<file path="config.mk">
export PLATFORM = sky130hd
export DESIGN_NAME = dual_counter_snapshot_reader
export DESIGN_NICKNAME = d
export VERILOG_FILES = /design/src/rtl/dual_counter_pkg.sv /design/src/rtl/dual_counter_snapshot_reader.sv
export SDC_FILE = /design/constraint.sdc
export NUM_CORES = 1
export LEC_CHECK = 0
export BUFFER_PORTS_ARGS = -buffer_cell sky130_fd_sc_hd__buf_2
export CORE_MARGIN = 3
export CORE_UTILIZATION = 52
export CTS_BUF_LIST = sky130_fd_sc_hd__clkbuf_16
export DETAILED_ROUTE_END_ITERATION = 12
export HOLD_SLACK_MARGIN = 0.15
export PLACE_DENSITY = 0.79
export REMOVE_ABC_BUFFERS = 1
export SLEW_MARGIN = 10
export SYNTH_ARGS = -nofsm -noshare
export SYNTH_HDL_FRONTEND = slang
export SYNTH_SLANG_ARGS = --single-unit
</file>
<file path="constraint.sdc">
create_clock -name I_CLK -period 2.14 [get_ports I_CLK]
set_input_delay 0.214 -clock I_CLK [delete_from_list [all_inputs] [get_ports I_CLK]]
set_output_delay 0.214 -clock I_CLK [all_outputs]
set_load 0.02 [all_outputs]
</file>
<file path="src/rtl/dual_counter_pkg.sv">
package dual_counter_pkg;
    localparam int         COUNT_W      = 16;
    localparam int         BYTE_W       = 8;
    localparam int         SYNC_W       = 2;
    localparam logic [15:0] COUNT_RESET = 16'h0000;
    localparam logic [15:0] COUNT_ONE   = 16'h0001;
    localparam logic [15:0] COUNT_MAX   = 16'hFFFF;
    localparam logic [7:0]  BYTE_ZERO   = 8'h00;
    localparam logic [1:0]  SYNC_ZERO   = 2'h0;
    localparam logic [1:0]  SYNC_ONES   = 2'h3;
    localparam int         LOW_LSB      = 0;
    localparam int         HIGH_LSB     = 8;

    typedef enum {
        SEL_NONE,
        SEL_A_LOW,
        SEL_A_HIGH,
        SEL_B_LOW,
        SEL_B_HIGH
    } byte_sel_t;
endpackage : dual_counter_pkg

</file>
<file path="src/rtl/dual_counter_snapshot_reader.sv">
`timescale 1ns/1ps
module dual_counter_snapshot_reader (
    // system
    input  wire logic       I_CLK,
    input  wire logic       I_SYS_RST,
    // counter pins
    input  wire logic       I_COUNT_CLOCK_A,
    input  wire logic       I_COUNT_CLOCK_B,
    input  wire logic       I_COUNTER_B_ENABLE_N,
    input  wire logic       I_COUNTERS_ASYNC_RESET_N,
    output logic            O_COUNTER_A_TERMINAL_N,
    // snapshot and read bus
    input  wire logic       I_REGISTER_CLOCK,
    input  wire logic       I_SEL_A_LOW_BYTE_N,
    input  wire logic       I_SEL_A_HIGH_BYTE_N,
    input  wire logic       I_SEL_B_LOW_BYTE_N,
    input  wire logic       I_SEL_B_HIGH_BYTE_N,
    output logic [7:0]      O_Y,
    output logic            O_Y_OE_N
);

    logic [1:0]  clk_a_sync_reg;
    logic [1:0]  clk_b_sync_reg;
    logic [1:0]  en_b_sync_reg;
    logic [1:0]  clr_sync_reg;
    logic [1:0]  rclk_sync_reg;
    logic [1:0]  gal_sync_reg;
    logic [1:0]  gau_sync_reg;
    logic [1:0]  gbl_sync_reg;
    logic [1:0]  gbu_sync_reg;
    logic        clk_a_prev_reg;
    logic        clk_b_prev_reg;
    logic        rclk_prev_reg;
    logic [15:0] count_a_reg;
    logic [15:0] count_b_reg;
    logic [15:0] count_a_next;
    logic [15:0] count_b_next;
    logic [15:0] snap_a_reg;
    logic [15:0] snap_b_reg;
    logic        counter_clear;
    logic        rise_a;
    logic        rise_b;
    logic        rise_rclk;
    dual_counter_pkg::byte_sel_t sel;
    logic [7:0]  y_next;
    logic [15:0] snap_a_next;
    logic [15:0] snap_b_next;
    logic        term_next;
    logic        y_oe_n_next;

    function automatic logic [7:0] pick_byte(input logic [15:0] word, input int lsb);
        pick_byte = word[lsb +: dual_counter_pkg::BYTE_W];
    endfunction : pick_byte

    // prev flops reset low like the idle pins, so no false edge follows reset
    function automatic logic rising(input logic now_level, input logic prev_level);
        rising = now_level & ~prev_level;
    endfunction : rising

    function automatic logic [15:0] count_up(input logic [15:0] value);
        count_up = value + dual_counter_pkg::COUNT_ONE;
    endfunction : count_up

    // clear acts without a clock; the counters also stay held until the synced release
    assign counter_clear = I_SYS_RST | ~I_COUNTERS_ASYNC_RESET_N;

    // count clock a synchroniser
    always_ff @(posedge I_CLK or posedge I_SYS_RST) begin
        if (I_SYS_RST) begin
            clk_a_sync_reg <= dual_counter_pkg::SYNC_ZERO;
        end else begin
            clk_a_sync_reg <= {clk_a_sync_reg[0], I_COUNT_CLOCK_A};
        end
    end

    // count clock b and its enable pass equal delays, so they stay aligned
    always_ff @(posedge I_CLK or posedge I_SYS_RST) begin
        if (I_SYS_RST) begin
            clk_b_sync_reg <= dual_counter_pkg::SYNC_ZERO;
            en_b_sync_reg  <= dual_counter_pkg::SYNC_ONES;
        end else begin
            clk_b_sync_reg <= {clk_b_sync_reg[0], I_COUNT_CLOCK_B};
            en_b_sync_reg  <= {en_b_sync_reg[0], I_COUNTER_B_ENABLE_N};
        end
    end

    // clear release synchroniser; counting resumes only after it
    always_ff @(posedge I_CLK or posedge I_SYS_RST) begin
        if (I_SYS_RST) begin
            clr_sync_reg <= dual_counter_pkg::SYNC_ZERO;
        end else begin
            clr_sync_reg <= {clr_sync_reg[0], I_COUNTERS_ASYNC_RESET_N};
        end
    end

    // register clock synchroniser
    always_ff @(posedge I_CLK or posedge I_SYS_RST) begin
        if (I_SYS_RST) begin
            rclk_sync_reg <= dual_counter_pkg::SYNC_ZERO;
        end else begin
            rclk_sync_reg <= {rclk_sync_reg[0], I_REGISTER_CLOCK};
        end
    end

    // a byte gate synchronisers, reset to the released level
    always_ff @(posedge I_CLK or posedge I_SYS_RST) begin
        if (I_SYS_RST) begin
            gal_sync_reg <= dual_counter_pkg::SYNC_ONES;
            gau_sync_reg <= dual_counter_pkg::SYNC_ONES;
        end else begin
            gal_sync_reg <= {gal_sync_reg[0], I_SEL_A_LOW_BYTE_N};
            gau_sync_reg <= {gau_sync_reg[0], I_SEL_A_HIGH_BYTE_N};
        end
    end

    // b byte gate synchronisers, reset to the released level
    always_ff @(posedge I_CLK or posedge I_SYS_RST) begin
        if (I_SYS_RST) begin
            gbl_sync_reg <= dual_counter_pkg::SYNC_ONES;
            gbu_sync_reg <= dual_counter_pkg::SYNC_ONES;
        end else begin
            gbl_sync_reg <= {gbl_sync_reg[0], I_SEL_B_LOW_BYTE_N};
            gbu_sync_reg <= {gbu_sync_reg[0], I_SEL_B_HIGH_BYTE_N};
        end
    end

    // count clock a edge history
    always_ff @(posedge I_CLK or posedge I_SYS_RST) begin
        if (I_SYS_RST) begin
            clk_a_prev_reg <= 1'b0;
        end else begin
            clk_a_prev_reg <= clk_a_sync_reg[1];
        end
    end

    // count clock b edge history
    always_ff @(posedge I_CLK or posedge I_SYS_RST) begin
        if (I_SYS_RST) begin
            clk_b_prev_reg <= 1'b0;
        end else begin
            clk_b_prev_reg <= clk_b_sync_reg[1];
        end
    end

    // register clock edge history
    always_ff @(posedge I_CLK or posedge I_SYS_RST) begin
        if (I_SYS_RST) begin
            rclk_prev_reg <= 1'b0;
        end else begin
            rclk_prev_reg <= rclk_sync_reg[1];
        end
    end

    assign rise_a    = rising(clk_a_sync_reg[1], clk_a_prev_reg);
    assign rise_b    = rising(clk_b_sync_reg[1], clk_b_prev_reg);
    assign rise_rclk = rising(rclk_sync_reg[1], rclk_prev_reg);

    always_comb begin
        count_a_next = count_a_reg;
        if (!clr_sync_reg[1]) begin
            count_a_next = dual_counter_pkg::COUNT_RESET;
        end else if (rise_a) begin
            count_a_next = count_up(count_a_reg);
        end
    end

    // gated counter b next
    // a chained enable arrives two cycles after the a flag, so a must not run flat out
    always_comb begin
        count_b_next = count_b_reg;
        if (!clr_sync_reg[1]) begin
            count_b_next = dual_counter_pkg::COUNT_RESET;
        end else if (rise_b && !en_b_sync_reg[1]) begin
            count_b_next = count_up(count_b_reg);
        end
    end

    always_ff @(posedge I_CLK or posedge counter_clear) begin
        if (counter_clear) begin
            count_a_reg <= dual_counter_pkg::COUNT_RESET;
        end else begin
            count_a_reg <= count_a_next;
        end
    end

    always_ff @(posedge I_CLK or posedge counter_clear) begin
        if (counter_clear) begin
            count_b_reg <= dual_counter_pkg::COUNT_RESET;
        end else begin
            count_b_reg <= count_b_next;
        end
    end

    // flag from the next count, so it changes at the same edge as the count
    always_comb begin
        term_next = (count_a_next != dual_counter_pkg::COUNT_MAX);
    end

    // terminal flag, forced high by the clear
    always_ff @(posedge I_CLK or posedge counter_clear) begin
        if (counter_clear) begin
            O_COUNTER_A_TERMINAL_N <= 1'b1;
        end else begin
            O_COUNTER_A_TERMINAL_N <= term_next;
        end
    end

    // load on each register clock rise; no clock enable, the hold is in the next value
    always_comb begin
        snap_a_next = snap_a_reg;
        snap_b_next = snap_b_reg;
        if (rise_rclk) begin
            snap_a_next = count_a_reg;
            snap_b_next = count_b_reg;
        end
    end

    // stored a count; the counter clear leaves it alone
    always_ff @(posedge I_CLK or posedge I_SYS_RST) begin
        if (I_SYS_RST) begin
            snap_a_reg <= dual_counter_pkg::COUNT_RESET;
        end else begin
            snap_a_reg <= snap_a_next;
        end
    end

    // stored b count; the counter clear leaves it alone
    always_ff @(posedge I_CLK or posedge I_SYS_RST) begin
        if (I_SYS_RST) begin
            snap_b_reg <= dual_counter_pkg::COUNT_RESET;
        end else begin
            snap_b_reg <= snap_b_next;
        end
    end

    // gate decode; fixed priority only matters if the reader breaks one-at-a-time use
    always_comb begin
        if (!gal_sync_reg[1]) begin
            sel = dual_counter_pkg::SEL_A_LOW;
        end else if (!gau_sync_reg[1]) begin
            sel = dual_counter_pkg::SEL_A_HIGH;
        end else if (!gbl_sync_reg[1]) begin
            sel = dual_counter_pkg::SEL_B_LOW;
        end else if (!gbu_sync_reg[1]) begin
            sel = dual_counter_pkg::SEL_B_HIGH;
        end else begin
            sel = dual_counter_pkg::SEL_NONE;
        end
    end

    always_comb begin
        case (sel)
            dual_counter_pkg::SEL_A_LOW: begin
                y_next = pick_byte(snap_a_reg, dual_counter_pkg::LOW_LSB);
            end
            dual_counter_pkg::SEL_A_HIGH: begin
                y_next = pick_byte(snap_a_reg, dual_counter_pkg::HIGH_LSB);
            end
            dual_counter_pkg::SEL_B_LOW: begin
                y_next = pick_byte(snap_b_reg, dual_counter_pkg::LOW_LSB);
            end
            dual_counter_pkg::SEL_B_HIGH: begin
                y_next = pick_byte(snap_b_reg, dual_counter_pkg::HIGH_LSB);
            end
            default: begin
                y_next = dual_counter_pkg::BYTE_ZERO;
            end
        endcase
    end

    // released only while no gate is low
    assign y_oe_n_next = (sel == dual_counter_pkg::SEL_NONE);

    // registered byte lane
    always_ff @(posedge I_CLK or posedge I_SYS_RST) begin
        if (I_SYS_RST) begin
            O_Y <= dual_counter_pkg::BYTE_ZERO;
        end else begin
            O_Y <= y_next;
        end
    end

    // registered enable, low while a byte is driven
    always_ff @(posedge I_CLK or posedge I_SYS_RST) begin
        if (I_SYS_RST) begin
            O_Y_OE_N <= 1'b1;
        end else begin
            O_Y_OE_N <= y_oe_n_next;
        end
    end

endmodule : dual_counter_snapshot_reader

</file>
Word level (Yosys, flattened, before mapping)
Cells that the tools add are included.

Flip-flop bits (word level): 95. Bits of input ports: 11. Word-level logic and storage cells: 47.

Add/subtract/negate cells: 2. Equal/unequal tests: 6. Muxes and demuxes: 9. Bitwise operators: 8. Reduce and logical (&&, ||, !) cells: 3.

Operators with widths (count): $eq 32x2->1 const B (2); $mux 16 (4); $add 16x1->16 const B (2); $eq 32x1->1 const B (1); $eq 32x3->1 const B (1); $logic_not 32->1 (1); $pmux 8 s4 (1); $ne 16x16->1 const B (1); $mux 3 (4); $not 1->1 (4); $and 1x1->1 (3); $ne 2x1->1 const B (1); $logic_and 1x1->1 (1); $logic_not 1->1 (1); $or 1x1->1 (1).

Logic depth before layout (Yosys ltp)
Depth after elaboration: 6. Depth in mapped cells: 6. Depth with buffers taken out: 6.

Worst setup path before layout
No wires, ideal clock.

Path kind: reg-to-reg. Start point: register count_a_reg[0]. End point: register O_COUNTER_A_TERMINAL_N. Setup time: 0.097 ns. Data arrival time: 1.655 ns. Required time: 2.043 ns. Slack: 0.389 ns. Stages on the path, launching flop included: 7. Path through: dfrtp_1 ha_1 nand4b_4 or4_4 a21oi_2 and4b_1 nand4_1.

Word-level cells in the longest chain between the ends: 4.

Ends and longest elaborated chain: start, declared (line dual_counter_snapshot_reader.sv:34) `logic [15:0] count_a_reg;`; start signal, assigned (line dual_counter_snapshot_reader.sv:180) `count_a_reg <= dual_counter_pkg::COUNT_RESET;`; start signal, assigned (line dual_counter_snapshot_reader.sv:182) `count_a_reg <= count_a_next;`; $add 16x1->16 (line dual_counter_snapshot_reader.sv:61) `count_up = value + dual_counter_pkg::COUNT_ONE;`; $mux 16 (line dual_counter_snapshot_reader.sv:162) `end else if (rise_a) begin`; $mux 16 (line dual_counter_snapshot_reader.sv:160) `if (!clr_sync_reg[1]) begin`; named net count_a_next[10] (line dual_counter_snapshot_reader.sv:36) `logic [15:0] count_a_next;`; $ne 16x16->1 (line dual_counter_snapshot_reader.sv:196) `term_next = (count_a_next != dual_counter_pkg::COUNT_MAX);`; named net term_next (line dual_counter_snapshot_reader.sv:48) `logic term_next;`; end signal, assigned (line dual_counter_snapshot_reader.sv:204) `O_COUNTER_A_TERMINAL_N <= term_next;`; end, declared (line dual_counter_snapshot_reader.sv:11) `output logic O_COUNTER_A_TERMINAL_N,`.

The timed path passes the listed nets, and every way through them passes these cells. A chain may end at the register's enable or synchronous reset.

Final worst setup path
Start point: register count_a_reg[6]. End point: register O_COUNTER_A_TERMINAL_N.

Word-level cells in the longest chain between the ends: 4.

Ends and longest elaborated chain (line): $add 16x1->16 (dual_counter_snapshot_reader.sv:61); $mux 16 (*) (dual_counter_snapshot_reader.sv:162); $mux 16 (*) (dual_counter_snapshot_reader.sv:160); $ne 16x16->1 (*) (dual_counter_snapshot_reader.sv:196); named net term_next (dual_counter_snapshot_reader.sv:48).

Mark *: on every way through the listed nets, which the timed path passes. The rest lies on a longest branch.

==> impl_results.md <==
- Class of the most critical setup path: flop to flop
- WL met2: 3670 um
- Critical register-to-register path startpoint: count_a_reg[6]
- Depth of the most critical reg-to-reg path: 6
- Share of the clock period used by the worst path after layout: 89.1%
- Slowest cell on crit path: dfrtp_1
- Path category of the worst min-delay check: flop to flop
- Global-route congestion overflow total: 0
- Number of DRC markers after the initial detailed-route iteration: 141
- Number of buffers added by the clock tree synthesis step: 9
- Synthesized cell area: 4020 um2
- Worst supply voltage drop on vdd: 0.450 mV
- Cell-by-cell trace of the critical path: nand4_1 -> buf_4 -> nor3_2 -> nand4_1 -> a211oi_1 -> nand4_1
- Routed wire length per instance: 15.6 um
- Top cells by area in the synthesized netlist: dfrtp_1, mux2_2, dfstp_2, nand2_1, xnor2_1
- Routability-driven placement congestion ratio: 0.931
- Max capacitance violation total: 0
- Summed area of non-filler cells in the final layout: 4670 um2
- Die Span Y: 94.0 um
- Post-synth top area cell: dfrtp_1
- Worst Hold Slack: 348 ps
- Count of warnings emitted by yosys: 0
- Uppermost layer routed: met4
- Buf+Inv Stages, Crit Path: 1
- Number of setup violations in the final report: 0
- Lkg Pwr: 2.15 nW
- Clk buf depth: 2
- Fin util: 63.4%
- Power density cells: 774 nW/um2
- TritonCTS clock tree: built
- Final slew viol count: 0
- Worst EP arrival: 2150 ps
- Total count of hold-check failures in the final report: 0
- Vias: 2655
- Vias in the first global route: 2748
- Number of enable-type register cells in the synthesized netlist: 0
- Num ports: 21
- Final nets: 392
- Vias per Instance: 5.50
- Count of unresolved DRC violations after routing: 0
- Clock tree root driver cell: clkbuf_16
- Endpoint type of the worst setup path: flop
- Count of unique library cells instantiated by Yosys: 45
- Tightest slew margin relative to the limit: 62.7%
- Number of detailed-routing iterations run before antenna repair: 4
- Proportion of synthesized chip area in sequential cells: 59.5%
- Clock sink total: 95
- Buffers inserted by post-CTS timing repair: 0
- Clock latency reported for the late side of the worst-skew pair: 340 ps
- Unrepaired setup endpoints after global routing: no
- First element of the critical path: count_a_reg[6]
- Number of gates resized after cts: 0
- Antenna Nets Post-Route: 0
- Starting density of the core: 54.6%
- Result of the run: completed
- Gate count of the mapped netlist: 344
- Worst-Margin Slew: 558 ps
- Die area: 8830 um2
- Largest driver fanout on the critical path: 7
- Critical path required time: 2380 ps
- Fraction of registers with async set/reset: 100%
- Category of the worst setup path launch point: flop
- Quantity of I/O buffers inserted on ports: 20
- Yosys reg bits: 95
- Cell area after placement: 4280 um2
- Largest net degree at the start of global routing: 40
- Width of the chip: 94.0 um
- Final clock skew: 7.21 ps
- Tmin final: 1910 ps
- Area inside the core boundary: 7370 um2
- Top FF cell, synth: dfrtp_1
- Layout cells sized above 1: 25.5%
- Antenna diode count: 0
- Top cells by instance count after synthesis: dfrtp_1, nand2_1, mux2_2, nor2_1, a21oi_1
- First-pass GRT wire length: 13300 um
- Detail Route met3 WL: 307 um
- Origin of the worst min-delay path: clk_b_sync_reg[0]
- Slowest Stage Delay on Critical Path: 460 ps
- Library cell with the highest instance count after synthesis: dfrtp_1
- Site row count: 31
- DP HPWL: 5030 um
- H-tree depth: 3
- Area growth from synthesis to layout: 16.1%
- Average instance area after synthesis: 11.7 um2
- GRT Overall Usage: 19.6%
- Cell depth of the worst hold path: 0
- Top Family by Delay on Critical Path: simple AND/OR/NAND/NOR gates
- Max Freq: 0.525 GHz
- Depth of the critical timing path with buffers and inverters included: 6
- Number of antenna violations at the first check in global routing: 0
- Most frequent cell on the critical path: nand4_1
- Post-synth top area share: 51.6%
- Final Routed Wirelength: 7520 um
- Clock slew seen by the registers of the worst setup and hold paths: 60 ps
- Wire length on met1: 3340 um
## cell type report
cell class / instances / area, um2
fillers: 571 / 2700
flip-flops and latches: 95 / 2390
multi-input cells: 225 / 1540
repair buffers: 40 / 288
clock buffers: 9 / 225
well taps: 99 / 124
clock inverters: 7 / 72.6
inverters: 8 / 30.0
## cells by family (layout without fill, tap and decap cells)
group | after synthesis | in the layout | share of synthesized area, %
compound gates | 38 | 38 | 5.60
xor+xnor | 22 | 22 | 4.79
fa+ha+maj | 2 | 2 | 0.622
buf+inv | 24 | 64 | 2.36
flops | 95 | 95 | 59.5
mux | 35 | 35 | 9.70
simple gates | 128 | 128 | 17.5
## layer usage
metal | track usage [%] | vias up
li1 | - | 1263
met5 | 0 | -
met3 | 3.45 | 18
met1 | 26.1 | 1306
met4 | 8.66 | 0
met2 | 31.6 | 68
## power by group
part	leakage [nW]	total [W]	internal (W)	switching (W)
sequential	1.24	0.00187	0.00184	0.0000248
combinational	0.756	0.000174	0.0000679	0.000106
clock	0.147	0.00157	0.000907	0.000668
total	2.15	0.00362	0.00282	0.000799
## worst register-to-register path, delay by kind of cell, from the launching register on
| family | cells | cell delay [ps] |
|---|---|---|
| and+or+nand+nor | 4 | 800 |
| AOI/OAI and AO/OA | 1 | 320 |
| DFF | 1 | 460 |
| buffers and inverters | 1 | 230 |
## placed cells by master (no fill, tap or decap), types with 2 or more instances in the layout
| cell type | Yosys | layout |
|---|---|---|
| nand3b_1 | 4 | 4 |
| buf_4 | 1 | 9 |
| mux2_1 | 3 | 3 |
| xnor2_1 | 13 | 13 |
| nand2_1 | 36 | 36 |
| dfrtp_1 | 83 | 83 |
| nor2b_2 | 0 | 2 |
| nand3_1 | 7 | 7 |
| and2_1 | 3 | 3 |
| o31ai_1 | 2 | 2 |
| ha_1 | 2 | 2 |
| nand4_1 | 8 | 8 |
| nand4b_1 | 2 | 2 |
| a21oi_1 | 16 | 16 |
| mux2_2 | 29 | 29 |
| xor2_1 | 9 | 9 |
| o21ai_0 | 13 | 13 |
| inv_1 | 8 | 8 |
| clkbuf_16 | 0 | 9 |
| and3_1 | 2 | 2 |
| mux2i_1 | 3 | 3 |
| nor3_1 | 7 | 7 |
| clkinv_4 | 0 | 2 |
| nor4_1 | 4 | 4 |
| nor2b_1 | 12 | 10 |
| dfstp_2 | 12 | 12 |
| nor4_2 | 2 | 2 |
| nor2_1 | 27 | 27 |
| buf_2 | 1 | 20 |
| dlygate4sd3_1 | 0 | 10 |
| or3_1 | 5 | 5 |
## through the flow
stage / worst slack, ps / setup TNS, ps / total power (W) / std cells
floorplan: -199 / -6710 / 0.00200 / 328
global placement: 299 / 0 / 0.00206 / 457
detailed placement: 215 / 0 / 0.00206 / 457
CTS: 216 / 0 / 0.00366 / 483
global route: 23.9 / 0 / 0.00375 / 483
finish: 234 / 0 / 0.00362 / 483
## what timing repair did
action | in CTS | in global routing
hold endpoints to repair | 55 | 0
hold buffers | 10 | 0
endpoints found under the setup margin | 0 | 0
## path summary, 6_finish.rpt
kind | slack, ps | to
hold reg to reg | 350 | clk_b_sync_reg[1]
hold / removal | 350 | clk_b_sync_reg[1]
min in group asynchronous | 490 | snap_a_reg[2]
setup reg to reg | 230 | O_COUNTER_A_TERMINAL_N
setup / recovery | 230 | O_COUNTER_A_TERMINAL_N
max in group asynchronous | 1000 | en_b_sync_reg[1]
No activity file was read; power rests on OpenSTA's default activity.
